--- config.mk ---
export PLATFORM = sky130hd
export DESIGN_NAME = sic_indicator
export DESIGN_NICKNAME = d
export VERILOG_FILES = /design/src/sic_pkg.sv /design/src/sic_indicator.sv
export SDC_FILE = /design/constraint.sdc
export NUM_CORES = 1
export LEC_CHECK = 0
export BUFFER_PORTS_ARGS = -buffer_cell sky130_fd_sc_hd__buf_4
export CORE_MARGIN = 10
export CORE_UTILIZATION = 47
export DETAILED_ROUTE_END_ITERATION = 8
export MAX_ROUTING_LAYER = met4
export PLACE_DENSITY = 0.68
export REMOVE_ABC_BUFFERS = 1
export SLEW_MARGIN = 10
export SYNTH_ARGS = -nofsm -noshare
export SYNTH_HDL_FRONTEND = slang
export SYNTH_SLANG_ARGS = --single-unit
export TNS_END_PERCENT = 10
--- constraint.sdc ---
create_clock -name core_clk -period 3.7 [get_ports core_clk]
set_clock_uncertainty 0.05 [all_clocks]
set_input_delay 0.185 -clock core_clk [delete_from_list [all_inputs] [get_ports core_clk]]
set_output_delay 0.185 -clock core_clk [all_outputs]
set_load 0.02 [all_outputs]
--- src/sic_pkg.sv ---
package sic_pkg;
  // Clock and tick timing
  localparam int unsigned CLK_PERIOD_NS = 100;
  localparam int unsigned TICK_NS       = 100_000_000;   // 0.1 s lamp/hold step
  localparam int unsigned TICK_CYCLES   = TICK_NS / CLK_PERIOD_NS;
  // Durations in 0.1 s ticks; charge margin in percent
  localparam logic [7:0]  HOLD_ON_TICKS    = 8'h0a;     // 1 s activation/shutdown hold
  localparam logic [7:0]  HOLD_INV_TICKS   = 8'h32;     // 5 s inverter startup hold
  localparam logic [7:0]  HOLD_BLACK_TICKS = 8'hc8;     // 20 s black-start hold
  localparam logic [7:0]  SELFTEST_TICKS   = 8'h23;     // 3.5 s self test
  localparam logic [5:0]  SLOW_PERIOD      = 6'h32;     // 5 s slow pattern period
  localparam logic [5:0]  SLOW_ON          = 6'h0a;     // 1 s on phase
  localparam logic [12:0] FAULT_SOLID      = 13'h1770;  // 10 min solid red
  localparam logic [7:0]  RESERVE_MARGIN   = 8'h02;     // 2 % charge margin
  // Register byte offsets
  localparam logic [7:0] OFS_CTRL   = 8'h00;
  localparam logic [7:0] OFS_SOC    = 8'h04;
  localparam logic [7:0] OFS_CFG    = 8'h08;
  localparam logic [7:0] OFS_COMMIT = 8'h0c;
  localparam logic [7:0] OFS_TIME   = 8'h10;
  localparam logic [7:0] OFS_ERR    = 8'h14;
  localparam logic [7:0] OFS_ACTIVE = 8'h18;
  localparam logic [7:0] OFS_STATUS = 8'h1c;
  // Control register fields
  localparam int CTRL_INV_LSB = 0;   // [1:0] inverter state
  localparam int CTRL_BAT_LSB = 2;   // [3:2] battery link state
  localparam int CTRL_RUN_LSB = 4;   // [6:4] pack run mode
  localparam int CTRL_COMM    = 7;   // inverter link up
  localparam int CTRL_FLT_LSB = 8;   // [11:8] fault class
  localparam int CTRL_CLEAR   = 31;  // write 1: synchronous clear
  // Config register fields
  localparam int CFG_MODE_LSB = 0;   // [1:0]
  localparam int CFG_RES_LSB  = 2;   // [8:2]
  localparam int CFG_BEG_LSB  = 9;   // [13:9]
  localparam int CFG_END_LSB  = 14;  // [18:14]
  localparam logic [31:0] CFG_RESET = 32'h0000_0000;

  typedef enum logic [1:0] {INV_NORMAL, INV_WAITING, INV_FAULT} sic_inv_state_t;
  typedef enum logic [1:0] {BAT_NORMAL, BAT_IDLE, BAT_FAULT} sic_bat_state_t;
  typedef enum logic [2:0] {RUN_STANDBY, RUN_CHARGE, RUN_DISCHARGE, RUN_FAULT, RUN_WARNING} sic_run_mode_t;
  typedef enum logic [1:0] {PAGE_POWER, PAGE_YIELD, PAGE_BATTERY, PAGE_FAULT} sic_page_t;

  // Register port
  typedef struct packed {
    logic [7:0]  addr;
    logic [31:0] wdata;
    logic        wr;
    logic        rd;
  } sic_bus_req_t;

  // Inverter panel lamps
  typedef struct packed {
    logic run_blue;
    logic err_red;
    logic batt_green;
  } sic_inv_lamps_t;

  // Battery unit lamps; lamp 1 is bit 0
  typedef struct packed {
    logic       stat_red;
    logic       stat_green;
    logic [3:0] lvl_green;
    logic [3:0] lvl_blue;
  } sic_pack_lamps_t;
endpackage
--- src/sic_indicator.sv ---
`timescale 1ns/1ns
// What this block does
// - Operating lamp: solid blue normal, blinking waiting, dark fault.
// - Error lamp: solid red in fault, dark when normal.
// - Battery lamp: solid green normal link, blinking idle, dark battery fault.
// - Escape leaves current page or edit; enter confirms selection.
// - Up moves cursor up, or increments edited value by one.
// - Down moves cursor down, or decrements edited value by one.
// - Normal state: keys cycle power, daily-yield and battery pages.
// - Error state: fault page shown with the active error code.
// - Mode, periods, reserve apply only if charge minus new reserve at least 2%.
// - Charging starts when system time is inside the new charging period.
// - Holding pack button about 1-2 s activates unit and starts self test.
// - Self test: status flashes yellow at 0.1 s step, level lamps dark.
// - After self test, before inverter link: green flash 0.5 s step, levels dark.
// - Inverter link up: solid green status, level lamps show capacity.
// - Hold over 1 s while running: solid green, level lamps chase blue.
// - After release in shutdown, all pack lamps dark within 2.4 s.
// - Standby: green 1 s on, 4 s off, level lamps dark.
// - Charging or discharging: solid green, levels follow direction and charge.
// - Fault: solid red 10 minutes, then red 1 s on, 4 s off.
// - Warning: yellow 1 s on, 4 s off.
// - Charging: done quarters solid, current quarter flashes, rest dark; full all solid.
// - Discharging: lamp 1 flashes; lamps 2-4 flash at 25, 50, 75 percent.
// - Fault: level lamps show distinct flash pattern per fault class.
// - Hold over 20 s runs black start; 5-20 s selects inverter startup.
module sic_indicator #(
  parameter int unsigned TICK_CYCLES = sic_pkg::TICK_CYCLES
) (
  input  wire logic                     core_clk,
  input  wire logic                     rstn,
  input  wire logic                     ce,
  input  wire sic_pkg::sic_bus_req_t    bus_req,
  output logic [31:0]                   bus_rdata,
  input  wire logic                     pack_power_button,
  input  wire logic                     key_esc,
  input  wire logic                     key_up,
  input  wire logic                     key_down,
  input  wire logic                     key_enter,
  output sic_pkg::sic_inv_lamps_t       inv_lamps,
  output sic_pkg::sic_pack_lamps_t      pack_lamps,
  output sic_pkg::sic_page_t            screen_page,
  output logic [7:0]                    screen_error_code,
  output logic                          charge_request,
  output logic                          inverter_start
);
  import sic_pkg::*;

  typedef enum logic [2:0] {P_OFF, P_BLACK, P_SELFTEST, P_WAITCOMM, P_RUN, P_SHUTDOWN} sic_pack_state_t;

  localparam int NBTN = 5;  // 0 pack button, 1 esc, 2 up, 3 down, 4 enter

  logic [NBTN-1:0] pin_raw;
  logic [NBTN-1:0] sync1_q, sync2_q, samp_q, deb_q, press_q;
  logic [19:0]     pre_q;
  logic            tick;
  logic            soft_clr;
  logic [31:0]     ctrl_q, cfg_q, active_q;
  logic [6:0]      soc_q;
  logic [4:0]      hour_q;
  logic [7:0]      err_q;
  logic            cfg_valid_q, reject_q;
  logic [5:0]      ph_q;
  logic [7:0]      hold_q, st_q;
  logic [12:0]     flt_q;
  logic [1:0]      step_q;
  sic_pack_state_t pack_q;
  sic_page_t       page_q;
  logic            menu_q, edit_q;
  logic [1:0]      cursor_q;
  logic [7:0]      value_q;
  sic_inv_state_t  inv_st;
  sic_bat_state_t  bat_st;
  sic_run_mode_t   run_md;
  logic            fast_on, half_on, slow_on;
  sic_pack_lamps_t pack_d;
  sic_inv_lamps_t  inv_d;

  assign pin_raw  = {key_enter, key_down, key_up, key_esc, pack_power_button};
  assign inv_st   = sic_inv_state_t'(ctrl_q[CTRL_INV_LSB +: 2]);
  assign bat_st   = sic_bat_state_t'(ctrl_q[CTRL_BAT_LSB +: 2]);
  assign run_md   = sic_run_mode_t'(ctrl_q[CTRL_RUN_LSB +: 3]);
  assign soft_clr = bus_req.wr && bus_req.addr == OFS_CTRL && bus_req.wdata[CTRL_CLEAR];

  // Charging lamps: finished quarters solid, current one flashing
  function automatic logic [3:0] chg_solid(input logic [6:0] soc);
    if (soc >= 7'd100) chg_solid = 4'hf;
    else if (soc >= 7'd75) chg_solid = 4'h7;
    else if (soc >= 7'd50) chg_solid = 4'h3;
    else if (soc >= 7'd25) chg_solid = 4'h1;
    else chg_solid = 4'h0;
  endfunction

  // Discharging lamps: every lamp up to the reached threshold flashes
  function automatic logic [3:0] dis_flash(input logic [6:0] soc);
    if (soc >= 7'd75) dis_flash = 4'hf;
    else if (soc >= 7'd50) dis_flash = 4'h7;
    else if (soc >= 7'd25) dis_flash = 4'h3;
    else dis_flash = 4'h1;
  endfunction

  // Fault class to flashing lamp set
  function automatic logic [3:0] flt_pat(input logic [3:0] cls);
    case (cls)
      4'h0: flt_pat = 4'h1;  // Cell voltage spread
      4'h1: flt_pat = 4'h2;  // Voltage
      4'h2: flt_pat = 4'h3;  // Temperature
      4'h3: flt_pat = 4'h4;  // Current
      4'h4: flt_pat = 4'h5;  // Hardware
      4'h5: flt_pat = 4'h6;  // Relay
      4'h6: flt_pat = 4'h7;  // Insulation
      4'h7: flt_pat = 4'h8;  // Self test
      4'h8: flt_pat = 4'h9;  // Inverter link lost
      4'h9: flt_pat = 4'ha;  // Module link lost
      default: flt_pat = 4'h0;
    endcase
  endfunction

  // 0.1 s tick prescaler
  always_ff @(posedge core_clk or negedge rstn) begin
    if (!rstn) begin
      pre_q <= 20'h0_0000;
    end else if (ce) begin
      if (pre_q == 20'(TICK_CYCLES - 1)) pre_q <= 20'h0_0000;
      else pre_q <= pre_q + 20'h0_0001;
    end
  end
  assign tick = ce && (pre_q == 20'(TICK_CYCLES - 1));

  // Pin synchronisers and tick-sampled debounce, press pulses
  genvar gi;
  generate
    for (gi = 0; gi < NBTN; gi++) begin : g_btn
      always_ff @(posedge core_clk or negedge rstn) begin
        if (!rstn) begin
          sync1_q[gi] <= 1'b0;
          sync2_q[gi] <= 1'b0;
          samp_q[gi]  <= 1'b0;
          deb_q[gi]   <= 1'b0;
          press_q[gi] <= 1'b0;
        end else if (ce) begin
          sync1_q[gi] <= pin_raw[gi];
          sync2_q[gi] <= sync1_q[gi];
          press_q[gi] <= 1'b0;
          if (tick) begin
            samp_q[gi] <= sync2_q[gi];
            if (samp_q[gi] == sync2_q[gi] && deb_q[gi] != sync2_q[gi]) begin
              deb_q[gi]   <= sync2_q[gi];
              press_q[gi] <= sync2_q[gi];
            end
          end
        end
      end
    end
  endgenerate

  // Software registers
  always_ff @(posedge core_clk or negedge rstn) begin
    if (!rstn) begin
      ctrl_q <= 32'h0000_0000;
      soc_q  <= 7'h00;
      cfg_q  <= CFG_RESET;
      hour_q <= 5'h00;
      err_q  <= 8'h00;
    end else if (ce && bus_req.wr) begin
      if (bus_req.addr == OFS_CTRL) ctrl_q <= {1'b0, bus_req.wdata[30:0]};
      else if (bus_req.addr == OFS_SOC) soc_q <= bus_req.wdata[6:0];
      else if (bus_req.addr == OFS_CFG) cfg_q <= bus_req.wdata;
      else if (bus_req.addr == OFS_TIME) hour_q <= bus_req.wdata[4:0];
      else if (bus_req.addr == OFS_ERR) err_q <= bus_req.wdata[7:0];
    end
  end

  // Commit of staged settings, gated by the charge reserve margin
  always_ff @(posedge core_clk or negedge rstn) begin
    if (!rstn) begin
      active_q    <= CFG_RESET;
      cfg_valid_q <= 1'b0;
      reject_q    <= 1'b0;
    end else if (ce && bus_req.wr && bus_req.addr == OFS_COMMIT) begin
      if ({1'b0, soc_q} >= {1'b0, cfg_q[CFG_RES_LSB +: 7]} + RESERVE_MARGIN) begin
        active_q    <= cfg_q;
        cfg_valid_q <= 1'b1;
        reject_q    <= 1'b0;
      end else begin
        reject_q <= 1'b1;
      end
    end
  end

  // Charge window: start inclusive, end exclusive, may wrap midnight
  always_ff @(posedge core_clk or negedge rstn) begin
    if (!rstn) begin
      charge_request <= 1'b0;
    end else if (ce) begin
      if (active_q[CFG_BEG_LSB +: 5] <= active_q[CFG_END_LSB +: 5])
        charge_request <= cfg_valid_q && hour_q >= active_q[CFG_BEG_LSB +: 5]
                          && hour_q < active_q[CFG_END_LSB +: 5];
      else
        charge_request <= cfg_valid_q && (hour_q >= active_q[CFG_BEG_LSB +: 5]
                          || hour_q < active_q[CFG_END_LSB +: 5]);
    end
  end

  // Read data, one cycle after the strobe
  always_ff @(posedge core_clk or negedge rstn) begin
    if (!rstn) begin
      bus_rdata <= 32'h0000_0000;
    end else if (ce) begin
      bus_rdata <= 32'h0000_0000;
      if (bus_req.rd) begin
        if (bus_req.addr == OFS_CTRL) bus_rdata <= ctrl_q;
        else if (bus_req.addr == OFS_SOC) bus_rdata <= {25'h0, soc_q};
        else if (bus_req.addr == OFS_CFG) bus_rdata <= cfg_q;
        else if (bus_req.addr == OFS_TIME) bus_rdata <= {27'h0, hour_q};
        else if (bus_req.addr == OFS_ERR) bus_rdata <= {24'h0, err_q};
        else if (bus_req.addr == OFS_ACTIVE) bus_rdata <= active_q;
        else if (bus_req.addr == OFS_STATUS)
          bus_rdata <= {13'h0, value_q, reject_q, charge_request, menu_q, edit_q,
                        cursor_q, page_q, pack_q};
      end
    end
  end

  // Blink phase: 5 s frame in ticks
  always_ff @(posedge core_clk or negedge rstn) begin
    if (!rstn) begin
      ph_q <= 6'h00;
    end else if (ce) begin
      if (soft_clr) ph_q <= 6'h00;
      else if (tick) ph_q <= (ph_q == SLOW_PERIOD - 6'h01) ? 6'h00 : ph_q + 6'h01;
    end
  end
  assign fast_on = ph_q[0];                 // 0.1 s step
  assign half_on = (ph_q % 6'd10) < 6'd5;   // 0.5 s step
  assign slow_on = ph_q < SLOW_ON;          // 1 s on, 4 s off

  // Menu navigation and screen page
  always_ff @(posedge core_clk or negedge rstn) begin
    if (!rstn) begin
      page_q   <= PAGE_POWER;
      menu_q   <= 1'b0;
      edit_q   <= 1'b0;
      cursor_q <= 2'h0;
      value_q  <= 8'h00;
    end else if (ce) begin
      if (soft_clr) begin
        page_q <= PAGE_POWER;
        menu_q <= 1'b0;
        edit_q <= 1'b0;
      end else if (inv_st == INV_FAULT) begin
        page_q <= PAGE_FAULT;
      end else begin
        if (page_q == PAGE_FAULT) page_q <= PAGE_POWER;
        if (press_q[1]) begin
          if (edit_q) edit_q <= 1'b0;
          else menu_q <= 1'b0;
        end else if (press_q[4]) begin
          if (!menu_q) menu_q <= 1'b1;
          else edit_q <= !edit_q;
        end else if (press_q[2]) begin
          if (edit_q) value_q <= value_q + 8'h01;
          else if (menu_q) cursor_q <= cursor_q - 2'h1;
          else page_q <= (page_q == PAGE_POWER) ? PAGE_BATTERY
                         : sic_page_t'(page_q - 2'h1);
        end else if (press_q[3]) begin
          if (edit_q) value_q <= value_q - 8'h01;
          else if (menu_q) cursor_q <= cursor_q + 2'h1;
          else page_q <= (page_q == PAGE_BATTERY) ? PAGE_POWER
                         : sic_page_t'(page_q + 2'h1);
        end
      end
    end
  end
  assign screen_page = page_q;

  // Error code beside the fault page, dropped with the page on clear
  always_ff @(posedge core_clk or negedge rstn) begin
    if (!rstn) screen_error_code <= 8'h00;
    else if (ce) screen_error_code <= (inv_st == INV_FAULT && !soft_clr) ? err_q : 8'h00;
  end

  // Pack button hold counter in ticks, saturating
  always_ff @(posedge core_clk or negedge rstn) begin
    if (!rstn) begin
      hold_q <= 8'h00;
    end else if (ce) begin
      if (soft_clr || !deb_q[0]) hold_q <= 8'h00;
      else if (tick && hold_q != 8'hff) hold_q <= hold_q + 8'h01;
    end
  end

  // Pack state machine
  always_ff @(posedge core_clk or negedge rstn) begin
    if (!rstn) begin
      pack_q         <= P_OFF;
      st_q           <= 8'h00;
      inverter_start <= 1'b0;
    end else if (ce) begin
      inverter_start <= 1'b0;
      if (tick && st_q != 8'hff) st_q <= st_q + 8'h01;
      if (soft_clr) begin
        pack_q <= P_OFF;
        st_q   <= 8'h00;
      end else begin
        case (pack_q)
          P_OFF: begin
            if (deb_q[0] && hold_q >= HOLD_BLACK_TICKS) begin
              pack_q <= P_BLACK;
            end else if (!deb_q[0] && hold_q >= HOLD_ON_TICKS) begin
              inverter_start <= hold_q >= HOLD_INV_TICKS;
              pack_q <= P_SELFTEST;
              st_q   <= 8'h00;
            end
          end
          P_BLACK: begin
            if (!deb_q[0]) begin
              pack_q <= P_SELFTEST;
              st_q   <= 8'h00;
            end
          end
          P_SELFTEST: begin
            if (st_q >= SELFTEST_TICKS) pack_q <= P_WAITCOMM;
          end
          P_WAITCOMM: begin
            if (ctrl_q[CTRL_COMM]) pack_q <= P_RUN;
            else if (deb_q[0] && hold_q >= HOLD_ON_TICKS) pack_q <= P_SHUTDOWN;
          end
          P_RUN: begin
            if (deb_q[0] && hold_q >= HOLD_ON_TICKS) pack_q <= P_SHUTDOWN;
          end
          default: begin
            if (!deb_q[0]) pack_q <= P_OFF;
          end
        endcase
      end
    end
  end

  // Fault solid-red timer and level-lamp chase step
  always_ff @(posedge core_clk or negedge rstn) begin
    if (!rstn) begin
      flt_q  <= 13'h0000;
      step_q <= 2'h0;
    end else if (ce) begin
      if (soft_clr || pack_q != P_RUN || run_md != RUN_FAULT) flt_q <= 13'h0000;
      else if (tick && flt_q != FAULT_SOLID) flt_q <= flt_q + 13'h0001;
      if (soft_clr) step_q <= 2'h0;
      else if (tick) step_q <= step_q + 2'h1;
    end
  end

  // Pack lamp pattern
  always_comb begin
    pack_d = '0;
    case (pack_q)
      P_BLACK: begin
        pack_d.stat_green = 1'b1;
        case (step_q)
          2'h0: pack_d.lvl_blue = 4'h4;
          2'h1: pack_d.lvl_blue = 4'ha;
          2'h2: pack_d.lvl_blue = 4'h1;
          default: pack_d.lvl_blue = 4'h0;
        endcase
      end
      P_SELFTEST: begin
        pack_d.stat_red   = fast_on;
        pack_d.stat_green = fast_on;
      end
      P_WAITCOMM: pack_d.stat_green = half_on;
      P_SHUTDOWN: begin
        pack_d.stat_green = 1'b1;
        pack_d.lvl_blue   = 4'h1 << step_q;
      end
      P_RUN: begin
        case (run_md)
          RUN_STANDBY: pack_d.stat_green = slow_on;
          RUN_CHARGE: begin
            pack_d.stat_green = 1'b1;
            pack_d.lvl_green  = chg_solid(soc_q)
              | ((half_on && soc_q < 7'd100) ? ((chg_solid(soc_q) << 1) | 4'h1) & ~chg_solid(soc_q)
                 : 4'h0);
          end
          RUN_DISCHARGE: begin
            pack_d.stat_green = 1'b1;
            pack_d.lvl_green  = half_on ? dis_flash(soc_q) : 4'h0;
          end
          RUN_FAULT: begin
            pack_d.stat_red  = (flt_q != FAULT_SOLID) || slow_on;
            pack_d.lvl_green = half_on ? flt_pat(ctrl_q[CTRL_FLT_LSB +: 4]) : 4'h0;
          end
          RUN_WARNING: begin
            pack_d.stat_red   = slow_on;
            pack_d.stat_green = slow_on;
          end
          default: begin
            pack_d.stat_green = 1'b1;
            pack_d.lvl_green  = chg_solid(soc_q) | ((soc_q < 7'd100) ? 4'h1 : 4'h0);
          end
        endcase
      end
      default: pack_d = '0;
    endcase
  end

  // Inverter panel lamp pattern
  always_comb begin
    inv_d            = '0;
    inv_d.run_blue   = (inv_st == INV_NORMAL) || (inv_st == INV_WAITING && half_on);
    inv_d.err_red    = (inv_st == INV_FAULT);
    inv_d.batt_green = (bat_st == BAT_NORMAL) || (bat_st == BAT_IDLE && half_on);
  end

  // Registered lamp outputs, dark on clear
  always_ff @(posedge core_clk or negedge rstn) begin
    if (!rstn) begin
      pack_lamps <= '0;
      inv_lamps  <= '0;
    end else if (ce) begin
      pack_lamps <= soft_clr ? '0 : pack_d;
      inv_lamps  <= soft_clr ? '0 : inv_d;
    end
  end
endmodule // sic_indicator

==> summary.md <==
| Metric | Value |
|---|---|
| Status | finished, final reports clean |
| Worst path top cell family by delay | simple AND/OR/NAND/NOR gates |
| GRT Residual Overflow | 0 |
| Worst-Skew Late Latency | 0.57 ns |
| Worst-path fanout max | 11 |
| TritonCTS clock tree | done |
| Tot GR Track Use | 21.1% |
| Total number of vias | 11,100 |
| Worst slew pin tran | 1.12 ns |
| Startpoint class of the critical path | register |
| Layout cell share with drive strength beyond 1 | 19.7% |
| Total length of routed wires | 37,400 um |
| Peak VDD IR | roughly 0.00028 V |
| Die width | ~190 um |
| Cell area after layout | 16,600 sq um |
| Net count, final | approximately 1,600 |
| TritonRoute pass-1 iters | 5 |
| Core Box Area | 28,900 sq um |
| HP Class | in2reg |
| Period minus WS final | 2.85 ns |
| Number of I/O port buffers | 106 |
| Critical-path cell list | or4_1 -> or4_4 -> nor2_2 -> a21oi_1 -> or2_1 -> o31ai_1 |
| Initial Utilization | 47.9% |
| Initial antenna violation count | 1 |
| Top cell type's share of synthesized area | approximately half |
| Final worst path period share | 77.0% |
| Yosys top cell by area | dfrtp_1 |
| Row count | 62 |
| Max Fclk | roughly 350 MHz |
| Number of global-route vias before repair | 11,200 |
| Power density cells | between 400 and 500 nW/um^2 |
| Die Y | between 150 and 200 um |
| Post-DP HPWL | 25,600 um |
| Mapped Area | 13,800 sq um |
| Netlist cell types | 80 |
| Synth Flop Type | dfrtp_1 |
| Worst-path clk slew | 0.06 ns |
| Initial DRC Count | 900 |
| Clk buf depth | 3 |
| Inserted Clock Buffers | 30 |
| Post-Place Cells | approximately 1,800 |
| Largest net degree at the start of global routing | 111 |
| H-Tree Depth | 1 |
| CP max stage delay | 0.62 ns |
| Synth warn | 0 |
| Data required, critical path | 4.11 ns |
| Area Growth Syn to Fin | 19.9% |
| Setup TNS | 0 ns |
| Num ports | 107 |
| CTS resizes | 0 |
| Synth area leaders | dfrtp_1 49%, mux2_2 7.5%, nand2_1 4.8%, ha_1 4.6%, o21ai_0 3.4% |
| Critical path's slowest cell | or4_4 |
| Relative slew slack | roughly a quarter |
| Crit path kind | reg2reg |
| Vias/cell | ~5.8 |
| RePlAce Congestion | 0.940 |
| Number of synthesized register bits | 270 |
| Die area | 36,700 sq um |
| EDFF count, synth | 0 |
| WP data arrival | about 3.3 ns |
| Worst hold slack | 0.0224 ns |
| FFs w/ async S/R, synth | between 90% and 100% |
| DP Area | approximately 15,000 sq um |
| Clk root buf | clkbuf_16 |
| Leak Pwr | 7.65 nW |
| # setup viols final | 0 |
| First-pass GRT wire length | between 60,000 and 70,000 um |
| Residual DRC count | 0 |
| WL per Instance | just under 20 um |
| Post-route insts no fill | 1,901 |
| Part of the Yosys area used for sequential elements | slightly below 50% |
| Final design utilization | 57.4% |
| Final hold viol count | 0 |
| Cells after Synth | between 1,000 and 1,500 |
| Endpoint class of the critical path | register |
| Post-route ant nets | 0 |
| Slew Limit Fails | 0 |
| Maxcap violations | 0 |
| Avg Synthesized Cell Area | 10.1 sq um |
| # clock sinks | 270 |
| CP bufs+invs | 0 |
| RSZ-0062 raised after global routing | false |
[worst paths after layout]
path	from	cells past startpoint	slack, ns	endpoint
worst max-delay path	pre_q[10]	6	0.85	ph_q[5]
worst min-delay path	ce	3	0.02	sync2_q[2]
worst max register to register	pre_q[10]	6	0.85	ph_q[5]
worst min register to register	ctrl_q[20]	2	0.43	ctrl_q[20]
max in group asynchronous	rstn	3	2.39	hour_q[3]
min in group asynchronous	rstn	2	0.20	pack_lamps[3]
[cell usage after synthesis, types with 27 or more instances]
cell        n
a21oi_1    61
a22oi_1    42
clkbuf_1   54
dfrtp_1   270
ha_1       51
inv_1      55
mux2_2     92
nand2_1   176
nand3_1    39
nor2_1     76
nor3_1     27
o21ai_0    93
xnor2_1    29
[power breakdown]
group / internal [mW] / switching [mW]
clock: 2.18 / 1.25
sequential: 3.08 / 0.161
combinational: 0.360 / 0.486
total: 5.62 / 1.89
[layout make-up]
type / instances / area (sq um)
diodes: 1 / 2.50
clock buffers: 35 / 800
clock inverters: 21 / 349
fillers: 2491 / 12300
inverters: 56 / 210
multi-input cells: 967 / 6600
flip-flops and latches: 270 / 6760
well taps: 384 / 480
repair buffers: 167 / 1380
[tightest hold or removal path: stages]
cell and delay (ns):
buf_4 0.23, nand2_1 0.09, o21ai_0 0.06
[registers in the layout (all words and copies together) (netlist names), 6 cells and up]
signal,cells
active_q,32
bus_rdata,32
cfg_q,32
ctrl_q,31
pre_q,20
flt_q,13
pack_lamps,10
err_q,8
hold_q,8
screen_error_code,8
st_q,8
value_q,8
soc_q,7
ph_q,6
[placed cells by master, fill, tap and decap left out, drive strengths merged, types with 15 or more instances in the layout]
cell	synthesis	final
a21oi	61	61
a221o	16	16
a22o	15	15
a22oi	42	42
buf	15	129
clkbuf	54	35
dfrtp	270	270
dlygate4sd3	0	38
ha	51	51
inv	56	57
mux2	92	92
nand2	176	176
nand3	39	39
nor2	77	77
nor3	30	30
o21ai	94	94
xnor2	29	29
xor2	17	17
[per-layer routing]
metal	global-route usage [%]	share of wire (%)	routed length (um)	up-vias
li1	-	-	-	5204
met1	28.8	47	17500	5499
met2	31.9	44	16700	343
met3	3.44	6.3	2360	64
met4	5.71	2.5	947	0
met5	-	0	0	-
[through the flow]
| step | total power [mW] | worst slack, ns |
|---|---|---|
| 6_report | 7.51 | 0.852 |
| 5_1_grt | 7.82 | 0.669 |
| 4_1_cts | 7.57 | 0.844 |
| 3_5_place_dp | 4.11 | 0.873 |
| 3_3_place_gp | 4.09 | 0.919 |
| 2_1_floorplan | 3.74 | -0.683 |
[kinds of logic (layout without fill, tap and decap cells)]
| kind of cell | after synthesis | in the layout | synth area share, % |
|---|---|---|---|
| multiplexers | 105 | 105 | 8.44 |
| XOR/XNOR | 46 | 46 | 2.92 |
| buffers and inverters | 125 | 279 | 3.53 |
| AO/OA/AOI/OAI | 344 | 344 | 17.1 |
| AND/OR/NAND/NOR | 419 | 419 | 14.3 |
| adder cells (fa/ha/maj) | 53 | 53 | 4.83 |
| flip-flops | 270 | 270 | 48.9 |
| other | 0 | 1 | 0 |
[what timing repair did]
action,CTS,global route
buffers inserted,0,0
setup endpoints to repair,0,0
hold buffers,38,0
endpoints found under the hold margin,194,0
(Power assumes the default switching activity.)
